### config.mk
export PLATFORM = sky130hd
export DESIGN_NAME = cou_charger_option
export DESIGN_NICKNAME = d
export VERILOG_FILES = /design/src/hdl/cou_pkg.sv /design/src/hdl/cou_charger_option.sv
export SDC_FILE = /design/constraint.sdc
export NUM_CORES = 1
export LEC_CHECK = 0
export ABC_AREA = 1
export BUFFER_PORTS_ARGS = -buffer_cell sky130_fd_sc_hd__buf_4
export CAP_MARGIN = 15
export CORE_UTILIZATION = 25
export CTS_CLUSTER_DIAMETER = 150
export CTS_CLUSTER_SIZE = 25
export DETAILED_ROUTE_END_ITERATION = 10
export PLACE_DENSITY = 0.42
export SLEW_MARGIN = 5
export SYNTH_ARGS = -nofsm -noshare
export SYNTH_HDL_FRONTEND = slang
export SYNTH_SLANG_ARGS = --single-unit
### constraint.sdc
create_clock -name clk_i -period 20 [get_ports clk_i]
set_input_delay 1 -clock clk_i [delete_from_list [all_inputs] [get_ports clk_i]]
set_output_delay 1 -clock clk_i [all_outputs]
set_load 0.1 [all_outputs]
### src/hdl/cou_pkg.sv
// Shared constants and types for the charger option control block.
// Assumes one 200 MHz clock; timing kept in 1 ms ticks from a divider.
`default_nettype none
package cou_pkg;

    // Clock and tick divider
    localparam int CLK_MHZ = 200;
    localparam int TICK_US = 1000;
    localparam int TICK_CYC = CLK_MHZ * TICK_US;

    // Times in milliseconds, counted in 1 ms ticks
    localparam logic [17:0] DGL_SHORT_MS = 18'd150;
    localparam logic [17:0] DGL_LONG_MS = 18'd1300;
    localparam logic [17:0] WDT_44_MS = 18'd44000;
    localparam logic [17:0] WDT_88_MS = 18'd88000;
    localparam logic [17:0] WDT_175_MS = 18'd175000;

    // Depletion comparator
    localparam logic [16:0] HYST_MV = 17'd340;
    localparam logic [13:0] DEP_FRAC_00 = 14'd5919;
    localparam logic [13:0] DEP_FRAC_01 = 14'd6265;
    localparam logic [13:0] DEP_FRAC_10 = 14'd6655;
    localparam logic [13:0] DEP_FRAC_11 = 14'd7097;
    localparam logic [29:0] FRAC_SCALE = 30'd10000;

    // SMBus slave address and command codes
    localparam logic [6:0] SMB_ADDR = 7'h09;
    localparam logic [7:0] CMD_OPTION = 8'h12;
    localparam logic [7:0] CMD_CHG_CUR = 8'h14;
    localparam logic [7:0] CMD_CHG_VOLT = 8'h15;
    localparam logic [7:0] CMD_MFR_ID = 8'hFE;
    localparam logic [7:0] CMD_DEV_ID = 8'hFF;

    // Reset values
    localparam logic [15:0] OPTION_RST = 16'hF902;
    localparam logic [15:0] SETTING_RST = 16'h0000;

    // Lower byte field positions and read-only mask
    localparam int LEARN_BIT = 6;
    localparam int ADP_IND_BIT = 4;
    localparam int BOOST_EN_BIT = 3;
    localparam int BOOST_IND_BIT = 2;
    localparam int INHIBIT_BIT = 0;
    localparam logic [7:0] LOW_RO_MASK = 8'h14;

    // Watchdog select codes
    localparam logic [1:0] WDT_OFF = 2'b00;
    localparam logic [1:0] WDT_SEL_44 = 2'b01;
    localparam logic [1:0] WDT_SEL_88 = 2'b10;

    // Option word, bit 15 first
    typedef struct packed {
        logic dgl_long;
        logic [1:0] wdt_sel;
        logic [1:0] dep_sel;
        logic freq_up;
        logic freq_en;
        logic hs_fault_en;
        logic [7:0] low;
    } cou_opt_t;

    typedef enum {
        PH_IDLE, PH_ADDR, PH_CMD, PH_WLO, PH_WHI, PH_RLO, PH_RHI, PH_SKIP
    } cou_phase_t;

endpackage : cou_pkg
`default_nettype wire

### src/hdl/cou_charger_option.sv
// Charger option control: SMBus word slave, option register upper byte,
// adapter-good deglitch, charge watchdog and battery depletion logic.
// Assumes SMBus pins and comparator levels are asynchronous; battery
// voltage arrives in mV from a converter on the same clock.
`default_nettype none
module cou_charger_option import cou_pkg::*; #(
    parameter int TICK_CYCLES = TICK_CYC,       // Cycles per 1 ms tick
    parameter logic [6:0] SLAVE_ADDR = SMB_ADDR,
    parameter logic [15:0] MFR_ID = 16'h00A5,   // Arbitrary value
    parameter logic [15:0] DEV_ID = 16'h005A    // Arbitrary value
) (
    input wire logic clk_i,                     // 200 MHz clock
    input wire logic rstn_i,                    // Sync reset, active low
    input wire logic smb_scl_i,                 // SMBus clock pin
    input wire logic smb_sda_i,                 // SMBus data pin level
    output logic smb_sda_o,                     // SMBus data out, always 0
    output logic smb_sda_oe_o,                  // High pulls data low
    input wire logic vcc_above_uvlo_i,          // Supply above lockout
    input wire logic adapter_detect_input_i,    // Detect pin above 0.6 V
    input wire logic adapter_present_i,         // Adapter present comparator
    input wire logic boost_request_i,           // System asks for boost
    input wire logic [15:0] battery_mv_i,       // Battery voltage, mV
    output logic adapter_good_indication_o,     // Deglitched adapter good
    output logic adapter_switch_transistor_o,   // Adapter switch on
    output logic battery_switch_transistor_o,   // Battery switch on
    output logic charge_enable_o,               // Charging allowed
    output logic boost_run_o,                   // Boost running
    output logic freq_adjust_en_o,              // Frequency shift enable
    output logic freq_raise_o,                  // Shift up, else down
    output logic high_side_fault_threshold_o,   // 750 mV detect enabled
    output logic depletion_o,                   // Battery depleted
    output logic wdt_suspended_o                // Watchdog has suspended
);

    // Falling threshold as a fraction of the regulation limit
    function automatic logic [16:0] fall_mv(input logic [15:0] vreg,
                                            input logic [1:0] sel);
        logic [13:0] frac;
        logic [29:0] prod;
        frac = DEP_FRAC_11;
        unique case (sel)
            2'b00: frac = DEP_FRAC_00;
            2'b01: frac = DEP_FRAC_01;
            2'b10: frac = DEP_FRAC_10;
            2'b11: frac = DEP_FRAC_11;
        endcase
        prod = 30'(vreg) * 30'(frac);
        return 17'(prod / FRAC_SCALE);
    endfunction : fall_mv

    ////////////////////////////////////////////////////////////////////////
    // Input synchronisers
    logic [5:0] meta_q;
    logic [5:0] sync_q;
    logic scl_prev_q;
    logic sda_prev_q;
    logic scl_s, sda_s, smb_en, adp_s, boost_req_s;

    // Two flops per pin; bus lines idle high
    always_ff @(posedge clk_i) begin
        if (!rstn_i) begin
            meta_q <= 6'h03;
            sync_q <= 6'h03;
            scl_prev_q <= 1'b1;
            sda_prev_q <= 1'b1;
        end else begin
            meta_q <= {boost_request_i, adapter_present_i,
                       adapter_detect_input_i, vcc_above_uvlo_i,
                       smb_sda_i, smb_scl_i};
            sync_q <= meta_q;
            scl_prev_q <= sync_q[0];
            sda_prev_q <= sync_q[1];
        end
    end

    assign scl_s = sync_q[0];
    assign sda_s = sync_q[1];
    assign smb_en = sync_q[2] & sync_q[3];
    assign adp_s = sync_q[4];
    assign boost_req_s = sync_q[5];

    ////////////////////////////////////////////////////////////////////////
    // SMBus word slave
    logic bus_start, bus_stop, scl_rise, scl_fall;
    cou_phase_t phase_q;
    logic [2:0] bit_cnt_q;
    logic ack_q, ack_me_q, rd_q, wr_stb_q;
    logic [7:0] shift_q, cmd_q, wlo_q, whi_q, tx_q;
    logic [7:0] rx_byte;
    logic [15:0] rd_word;
    cou_opt_t wr_word;
    cou_opt_t opt_q;
    logic [15:0] cv_q, cc_q;
    logic good_q, boost_q;

    // Conditions on the synchronised bus lines
    assign bus_start = scl_s & scl_prev_q & sda_prev_q & ~sda_s;
    assign bus_stop = scl_s & scl_prev_q & ~sda_prev_q & sda_s;
    assign scl_rise = scl_s & ~scl_prev_q;
    assign scl_fall = ~scl_s & scl_prev_q;
    assign rx_byte = {shift_q[6:0], sda_s};
    assign wr_word = cou_opt_t'({whi_q, wlo_q});

    // Read data; status bits are live, not stored
    always_comb begin
        rd_word = 16'h0000;
        unique case (cmd_q)
            CMD_OPTION: begin
                rd_word = opt_q;
                rd_word[ADP_IND_BIT] = adp_s;
                rd_word[BOOST_IND_BIT] = boost_q;
            end
            CMD_CHG_CUR: rd_word = cc_q;
            CMD_CHG_VOLT: rd_word = cv_q;
            CMD_MFR_ID: rd_word = MFR_ID;
            CMD_DEV_ID: rd_word = DEV_ID;
            default: rd_word = 16'h0000;
        endcase
    end

    // Byte sequencing on clock rising edges; low byte travels first
    always_ff @(posedge clk_i) begin
        if (!rstn_i) begin
            phase_q <= PH_IDLE;
            bit_cnt_q <= 3'h0;
            ack_q <= 1'b0;
            ack_me_q <= 1'b0;
            rd_q <= 1'b0;
            wr_stb_q <= 1'b0;
            shift_q <= 8'h00;
            cmd_q <= 8'h00;
            wlo_q <= 8'h00;
            whi_q <= 8'h00;
            tx_q <= 8'h00;
        end else begin
            wr_stb_q <= 1'b0;
            if (bus_start) begin
                phase_q <= PH_ADDR;
                bit_cnt_q <= 3'h0;
                ack_q <= 1'b0;
            end else if (bus_stop) begin
                phase_q <= PH_IDLE;
                ack_q <= 1'b0;
            end else if (scl_rise && phase_q != PH_IDLE
                         && phase_q != PH_SKIP) begin
                if (ack_q) begin
                    ack_q <= 1'b0;
                    bit_cnt_q <= 3'h0;
                    case (phase_q)
                        PH_ADDR: phase_q <= rd_q ? PH_RLO : PH_CMD;
                        PH_CMD: phase_q <= PH_WLO;
                        PH_WLO: phase_q <= PH_WHI;
                        PH_RLO: begin
                            // Host not-acknowledge ends the read early
                            phase_q <= sda_s ? PH_SKIP : PH_RHI;
                            tx_q <= rd_word[15:8];
                        end
                        default: phase_q <= PH_SKIP;
                    endcase
                end else begin
                    shift_q <= rx_byte;
                    bit_cnt_q <= bit_cnt_q + 3'h1;
                    if (bit_cnt_q == 3'h7) begin
                        ack_q <= 1'b1;
                        ack_me_q <= 1'b1;
                        case (phase_q)
                            PH_ADDR: begin
                                // Locked-out device stays off the bus
                                if (rx_byte[7:1] == SLAVE_ADDR
                                    && smb_en) begin
                                    rd_q <= rx_byte[0];
                                    tx_q <= rd_word[7:0];
                                end else begin
                                    ack_q <= 1'b0;
                                    phase_q <= PH_SKIP;
                                end
                            end
                            PH_CMD: cmd_q <= rx_byte;
                            PH_WLO: wlo_q <= rx_byte;
                            PH_WHI: begin
                                whi_q <= rx_byte;
                                wr_stb_q <= 1'b1;
                            end
                            default: ack_me_q <= 1'b0;
                        endcase
                    end
                end
            end
        end
    end

    // Data line changes only while the clock is low
    always_ff @(posedge clk_i) begin
        if (!rstn_i) begin
            smb_sda_oe_o <= 1'b0;
        end else if (bus_start || bus_stop) begin
            smb_sda_oe_o <= 1'b0;
        end else if (scl_fall) begin
            if (ack_q) begin
                smb_sda_oe_o <= ack_me_q;
            end else if (phase_q == PH_RLO || phase_q == PH_RHI) begin
                smb_sda_oe_o <= ~tx_q[3'h7 - bit_cnt_q];
            end else begin
                smb_sda_oe_o <= 1'b0;
            end
        end
    end

    assign smb_sda_o = 1'b0;

    ////////////////////////////////////////////////////////////////////////
    // Registers
    logic learn_active, learn_clr, dep_q;

    // Option word; a host write wins over the automatic learn clear
    always_ff @(posedge clk_i) begin
        if (!rstn_i) begin
            opt_q <= OPTION_RST;
        end else if (wr_stb_q && cmd_q == CMD_OPTION) begin
            opt_q <= cou_opt_t'({whi_q, wlo_q & ~LOW_RO_MASK});
        end else if (learn_clr) begin
            opt_q.low[LEARN_BIT] <= 1'b0;
        end
    end

    // Charge voltage and current settings
    always_ff @(posedge clk_i) begin
        if (!rstn_i) begin
            cv_q <= SETTING_RST;
            cc_q <= SETTING_RST;
        end else if (wr_stb_q) begin
            if (cmd_q == CMD_CHG_VOLT) cv_q <= {whi_q, wlo_q};
            if (cmd_q == CMD_CHG_CUR) cc_q <= {whi_q, wlo_q};
        end
    end

    ////////////////////////////////////////////////////////////////////////
    // Millisecond tick
    logic [31:0] tick_cnt_q;
    logic tick;

    assign tick = (tick_cnt_q == 32'(TICK_CYCLES - 1));

    always_ff @(posedge clk_i) begin
        if (!rstn_i || tick) tick_cnt_q <= 32'h0;
        else tick_cnt_q <= tick_cnt_q + 32'h1;
    end

    ////////////////////////////////////////////////////////////////////////
    // Adapter-good rising-edge deglitch
    logic [17:0] dgl_cnt_q, dgl_lim;
    logic ac_off_seen_q, ac_sw_q, bat_sw_q;

    // Long option only once the adapter switch has opened
    assign dgl_lim = (ac_off_seen_q && opt_q.dgl_long) ?
                     DGL_LONG_MS : DGL_SHORT_MS;

    // Falling edge of adapter presence clears good at once
    always_ff @(posedge clk_i) begin
        if (!rstn_i || !adp_s) begin
            dgl_cnt_q <= 18'h0;
            good_q <= 1'b0;
        end else if (!good_q && tick) begin
            if (dgl_cnt_q + 18'h1 >= dgl_lim) good_q <= 1'b1;
            else dgl_cnt_q <= dgl_cnt_q + 18'h1;
        end
    end

    // Remember the first opening of the adapter switch
    always_ff @(posedge clk_i) begin
        if (!rstn_i) ac_off_seen_q <= 1'b0;
        else if (ac_sw_q && !(good_q && !learn_active))
            ac_off_seen_q <= 1'b1;
    end

    ////////////////////////////////////////////////////////////////////////
    // Depletion comparator, learn cycle and boost
    logic prot_en;
    logic [16:0] fall_th, rise_th;

    assign prot_en = (cv_q != 16'h0000);
    assign fall_th = fall_mv(cv_q, opt_q.dep_sel);
    assign rise_th = fall_th + HYST_MV;
    assign learn_active = opt_q.low[LEARN_BIT] & good_q;
    assign learn_clr = learn_active & dep_q;

    // Hysteretic depleted flag
    always_ff @(posedge clk_i) begin
        if (!rstn_i || !prot_en) dep_q <= 1'b0;
        else if (17'(battery_mv_i) < fall_th) dep_q <= 1'b1;
        else if (17'(battery_mv_i) > rise_th) dep_q <= 1'b0;
    end

    // Power path switches and boost run
    always_ff @(posedge clk_i) begin
        if (!rstn_i) begin
            ac_sw_q <= 1'b0;
            bat_sw_q <= 1'b1;
            boost_q <= 1'b0;
        end else begin
            ac_sw_q <= good_q & ~learn_active;
            bat_sw_q <= ~good_q | learn_active;
            boost_q <= opt_q.low[BOOST_EN_BIT] & boost_req_s & good_q
                       & ~dep_q;
        end
    end

    ////////////////////////////////////////////////////////////////////////
    // Charge watchdog
    logic [17:0] wdt_cnt_q, wdt_lim;
    logic wdt_en, kick, wdt_off_wr, expire, susp_q, chg_en_q;

    assign wdt_en = (opt_q.wdt_sel != WDT_OFF);
    assign kick = wr_stb_q & (cmd_q == CMD_CHG_VOLT | cmd_q == CMD_CHG_CUR);
    assign wdt_off_wr = wr_stb_q & (cmd_q == CMD_OPTION)
                        & (wr_word.wdt_sel == WDT_OFF);
    // Boost forces the longest period
    assign wdt_lim = boost_q ? WDT_175_MS :
                     (opt_q.wdt_sel == WDT_SEL_44) ? WDT_44_MS :
                     (opt_q.wdt_sel == WDT_SEL_88) ? WDT_88_MS : WDT_175_MS;
    assign expire = wdt_en & tick & ~susp_q
                    & (wdt_cnt_q + 18'h1 >= wdt_lim);

    // Period counter restarts on every voltage or current write
    always_ff @(posedge clk_i) begin
        if (!rstn_i || kick || !wdt_en || susp_q) wdt_cnt_q <= 18'h0;
        else if (tick) wdt_cnt_q <= wdt_cnt_q + 18'h1;
    end

    // Expiry wins over a coincident resume so no timeout is lost
    always_ff @(posedge clk_i) begin
        if (!rstn_i) susp_q <= 1'b0;
        else if (expire) susp_q <= 1'b1;
        else if (kick || wdt_off_wr) susp_q <= 1'b0;
    end

    always_ff @(posedge clk_i) begin
        if (!rstn_i) chg_en_q <= 1'b0;
        else chg_en_q <= good_q & ~susp_q & ~opt_q.low[INHIBIT_BIT];
    end

    ////////////////////////////////////////////////////////////////////////
    // Outputs, all from flops
    assign adapter_good_indication_o = good_q;
    assign adapter_switch_transistor_o = ac_sw_q;
    assign battery_switch_transistor_o = bat_sw_q;
    assign charge_enable_o = chg_en_q;
    assign boost_run_o = boost_q;
    assign freq_adjust_en_o = opt_q.freq_en;
    assign freq_raise_o = opt_q.freq_up;
    assign high_side_fault_threshold_o = opt_q.hs_fault_en;
    assign depletion_o = dep_q;
    assign wdt_suspended_o = susp_q;

endmodule : cou_charger_option
`default_nettype wire

# --- After elaboration in Yosys (flattened, before gate mapping) ---
# Cells that the tools add are included.
word_totals:
  regBits: 215
  in_bits: 24
  out_inout_bits: 12
  elab_cells: 211
op_classes:
  addsub: 6
  multipliers: 1
  n_div: 1
  order_cmp: 5
  eq_ne: 24
  n_mux: 38
  bitwise_logic: 41
  n_reduce_logical: 57
ops:
  columns: ["op", "n"]
  rows:
  - ["32-bit two-way mux", 4]
  - ["16-bit case mux with 5 select lines", 1]
  - ["32-bit by 2-bit equality test with 1-bit output (second input constant)", 2]
  - ["32-bit by 3-bit equality test with 1-bit output (second input constant)", 2]
  - ["32-bit by 4-bit equality test with 1-bit output (second input constant)", 2]
  - ["14-bit case mux with 4 select lines", 1]
  - ["18-bit two-way mux", 3]
  - ["8-bit two-way mux", 5]
  - ["18-bit by 1-bit adder with 18-bit output (second input constant)", 2]
  - ["32-bit by 1-bit adder with 32-bit output (second input constant)", 1]
  - ["32-bit by 1-bit equality test with 1-bit output (second input constant)", 1]
  - ["32-bit by 18-bit equality test with 1-bit output (second input constant)", 1]
  - ["32-bit by 4-bit != test with 1-bit output (second input constant)", 1]
  - ["32-bit nonzero test", 1]
  - ["30-bit by 14-bit divider with 30-bit output (second input constant)", 1]
  - ["16-bit by 14-bit multiplier with 30-bit output", 1]
  - ["8-bit by 5-bit equality test with 1-bit output (second input constant)", 3]
  - ["1-bit bitwise AND", 22]
  - ["1-bit two-way mux", 19]
  - ["18-bit by 11-bit >= comparator with 1-bit output", 1]
  - ["18-bit >= comparator", 1]
  - ["6-bit AND reduction", 3]
  - ["17-bit by 9-bit adder with 17-bit output (second input constant)", 1]
  - ["16-bit by 17-bit greater-than comparator with 1-bit output", 1]
  - ["other kinds (34)", 93]

# --- Longest topological paths before layout ---
depth:
  ltp_word: 9
  depth_mapped: 172
  depth_no_buf: 162

# --- Least setup slack after synthesis ---
# Ideal clock, no wire load.
synth_timing:
  path_type: "reg-to-reg"
  start: "register opt_q[12] in the netlist's numbering"
  end: "register dep_q (netlist: depletion_o)"
  setup_time_ps: 91
  arrival_ps: 18494
  t_required_ps: 19909
  setup_slack_ps: 1415
  path_stages_with_launch: 152
  path_buffers: 15
  synth_period_minus_slack_ps: 18585
  cell_sequence: "dfxtp_1 > clkbuf_1 > inv_1 > ha_1 > clkbuf_1 > nor2_1 > inv_1 > clkbuf_1 > nand2_1 > fa_1 > fa_1 > inv_1 > fa_1 > fa_1 > fa_1 > inv_1 > fa_1 > inv_1 > [116 not listed] > ha_1 > inv_1 > nand2_1 > a21oi_1 > o21a_1 > o21a_1 > o21a_1 > o21a_1 > o21a_1 > o21ai_0 > nand2_1 > a21oi_1 > nor2_1 > o311ai_0 > nand2_1 > a21oi_1 > a211oi_1 > a311oi_1"
synth_between:
  elab_chain_cells: 7
  elab_cells_between_ends: 12
  classes_between: "add/sub: 1; mul: 1; div: 1; order compare: 2; eq/ne: 3; mux: 2; reduce/logical: 2"
synth_rtl:
  columns: ["item", "line_no", "text"]
  rows:
  - ["from (decl)", "cou_charger_option.sv:92", "cou_opt_t opt_q;"]
  - ["from (signal assigned)", "cou_charger_option.sv:220", "opt_q <= cou_opt_t'({whi_q, wlo_q & ~LOW_RO_MASK});"]
  - ["2-bit equality test (tied with other cells)", "cou_charger_option.sv:41", "unique case (sel)"]
  - ["14-bit case mux with 4 select lines *", "cou_charger_option.sv:41", null]
  - ["16-bit by 14-bit multiplier with 30-bit output *", "cou_charger_option.sv:47", "prod = 30'(vreg) * 30'(frac);"]
  - ["30-bit by 14-bit divider with 30-bit output *", "cou_charger_option.sv:48", "return 17'(prod / FRAC_SCALE);"]
  - ["17-bit by 9-bit adder with 17-bit output", "cou_charger_option.sv:283", "assign rise_th = fall_th + HYST_MV;"]
  - ["16-bit by 17-bit greater-than comparator with 1-bit output", "cou_charger_option.sv:291", "else if (17'(battery_mv_i) > rise_th) dep_q <= 1'b0;"]
  - ["2-bit nonzero test (no line)", null, null]
  - ["to (signal assigned)", "cou_charger_option.sv:289", "if (!rstn_i || !prot_en) dep_q <= 1'b0;"]
  - ["to (signal assigned)", "cou_charger_option.sv:290", "else if (17'(battery_mv_i) < fall_th) dep_q <= 1'b1;"]
  - ["to (signal assigned)", "cou_charger_option.sv:291", null]
  - ["to (decl)", "cou_charger_option.sv:213", "logic learn_active, learn_clr, dep_q;"]
# Mark *: on every way between the ends. The rest lies on a longest branch, timed or not. The select of a mux whose other input is x is not followed.
# A chain may end at the register's enable or synchronous reset.

# --- Final worst setup path ---
layout_timing:
  start: "register opt_q[11] in the netlist's numbering"
  end: "register dep_q (netlist: depletion_o)"
# Same word-level chain as after synthesis.

==> reports/metrics.cfg <==
[clocking]
htreeDepth = 4
cts_tree = done
clock_latency_ns = 0.45
ctsLongestPathBuffers = 2
tritoncts.num_buffers = 17
clkTransAtPathRegs_ns = 0.08
cts_sinks = 186
postCtsHoldBufs = 0
cts-root-buf = clkbuf_16

[worst_setup_path]
crit_slowest_cell = fa_1
slowest_delay_ns = 0.53
startpoint_type = flop
worstPathArrival_ns = 19.58
crit_top_cell = nand2_1
crit_type = reg2reg
end_kind = flop
cp_max_fo = 9
worstPathRequired_ns = 20.36

[global_routing]
overflow = 0
antenna_found_initial = 0
grt_max_degree = 52
grt_pass1_wl_um = 109000
grt_pass1_vias = 21100
track_usage = 0.147

[routing]
firstDrtPassIters = 5
drtIter0Drc = 705
drc = 0
vias = 21700
routedWlPerCell_um = 14.0
viasPerCell = 4.45
routed_wl_um = 68000
ant_nets = 0

[logic_synthesis]
synth_edf_count = 0
yosysWarnings = 0
synthArstFlopShare = 0
syn-cell-area_sq_mm = 0.0223
synth_nets = 3743
syn_inst = 3393
ys.flop_type = dfxtp_1
avgSynthCellArea_sq_um = 6.56
ys_ff_latch = 186
yosysSeqAreaShare = 0.167
synth.distinct_cells = 56

[power_and_ir_drop]
clkPwrFrac = 0.460
p_sw_frac = 0.249
power_frac_comb = 0.040
p_seq_frac = 0.501
power_switching_uw = 186
p_int_uw = 559
power_density_mw_per_mm2 = 26.2
p_leak_uw = 0.0144
ir_drop_mv = 0.0615

[sta]
rsz0062_at_grt = true
hold_violations = 0
period_share = 0.961
setup_viol = 0
report.final.slew_viol_count = 0
slew_headroom = 0.366
fmax_mhz = 52.1
fin_skew_ns = 0.0163
layout_setup_ws_ns = 0.788
fin_crit_ns = 19.21
worst_pin_slew_ns = 0.942

[cells_and_area]
instances_no_fill = 4875
fill_cells = 9725
drive_gt1_frac = 0.233
final_nets = 4047
fin_util = 0.322
mostFrequentLayoutCell = nand2_1
syn2layout_area_growth_pct = 27.7
layout.cells.most_common_list = nand2_1 (763), inv_1 (556), buf_4 (307)
diodes = 0

[min_path]
hp-class = reg2reg

[job]
drv_cap = 0

[placement]
portBuffers = 34
pre_cts_ws_ns = -0.362
place_inst = 4764
globalplace.congestion = 0.840
hpwlAfterDp_um = 55400

[floorplan]
chipWidth_um = 300
rows = 109
dieHeight_um = 300
start_util = 0.252
die_area_sq_mm = 0.0902
boundaryPins = 36
core_area_sq_mm = 0.0882

[run_status]
status = complete, no violations

-- area by class of cell --
class | instances | area [sq um] | area share
sequential | 186 | 3730 | 0.131
timing repair buffer | 336 | 2660 | 0.0934
tap | 1165 | 1460 | 0.0513
multi-input combinational | 2533 | 17600 | 0.620
clock buffer | 17 | 425 | 0.0150
clock inverter | 15 | 160 | 0.00563
inverter | 623 | 2380 | 0.0837
-- worst max-delay path, delay by kind of cell (launching register included) --
kind / cells / cell delay, ns
simple gates: 96 / 9.88
fa+ha+maj: 9 / 3.58
compound gates: 17 / 2.83
buf+inv: 21 / 2.40
flops: 1 / 0.36
-- repair_timing --
action | CTS | global route
pin swaps | 2 | 223
endpoints found under the setup margin | 1 | 1
buffers inserted | 0 | 69
gates cloned | 1 | 9
gates resized for setup | 18 | 471
-- cell usage after synthesis, drive strengths merged, types with 13 or more instances --
library cell / number / share of area
nor4: 25 / 0.0070
fa: 152 / 0.14
buf: 16 / 0.0076
nand3: 252 / 0.063
nor3: 42 / 0.0094
xor2: 71 / 0.028
nand2: 960 / 0.17
xnor2: 26 / 0.010
clkbuf: 45 / 0.0076
o21a: 13 / 0.0044
nor2: 321 / 0.060
o21ai: 160 / 0.037
nand4: 47 / 0.014
ha: 174 / 0.098
a21oi: 201 / 0.048
inv: 611 / 0.10
dfxtp: 186 / 0.17
-- state kept, by name (all words and copies together), names as in the netlist, 11 cells and up --
name and count:
tick_cnt_q 32, dgl_cnt_q 18, wdt_cnt_q 18, cc_q 16, cv_q 16, opt_q 11
-- per-layer routing --
| layer | vias up | global-route usage | part of all wire | wire [um] |
|---|---|---|---|---|
| met5 | - | 0 | 0 | 0 |
| met4 | 0 | 0.0296 | 0.014 | 974 |
| met3 | 53 | 0.0123 | 0.018 | 1240 |
| met2 | 197 | 0.260 | 0.49 | 33500 |
| met1 | 10100 | 0.195 | 0.48 | 32400 |
| li1 | 11300 | - | - | - |
-- path summary, 6_finish.rpt --
| kind | startpoint | endpoint | slack (ns) | cells after the start |
|---|---|---|---|---|
| worst max-delay path | opt_q[11] | depletion_o | 0.79 | 143 |
| worst min-delay path | meta_q[3] | sync_q[3] | 0.42 | 2 |
| worst max register to register | opt_q[11] | depletion_o | 0.79 | 143 |
| worst min register to register | meta_q[3] | sync_q[3] | 0.42 | 2 |
-- metrics by stage --
step | hold WS, ns | power (uW) | TNS [ns] | instance area, sq um
2_1_floorplan | 0.390 | 399 | 0 | 22300
3_3_place_gp | 0.396 | 412 | -0.277 | 25400
3_5_place_dp | 0.400 | 411 | -0.362 | 25400
4_1_cts | 0.417 | 758 | 0 | 26100
5_1_grt | 0.426 | 775 | -0.724 | 28400
6_report | 0.415 | 745 | 0 | 28400
-- power groups by stage --
stage	clock network, uW	registers [uW]	logic (uW)
3_5_place_dp	0	382	29.2
4_1_cts	356	373	29.3
5_1_grt	368	373	33.9
2_1_floorplan	0	382	17.3
3_3_place_gp	0	382	29.4
6_report	342	373	29.5
-- logic make-up after synthesis --
kind of cell	synth area share
compound gates	0.110
xor+xnor	0.0382
fa+ha+maj	0.235
buf+inv	0.120
flops	0.167
mux	0.000450
other cells	0.000168
simple gates	0.329
(Power assumes the default switching activity.)
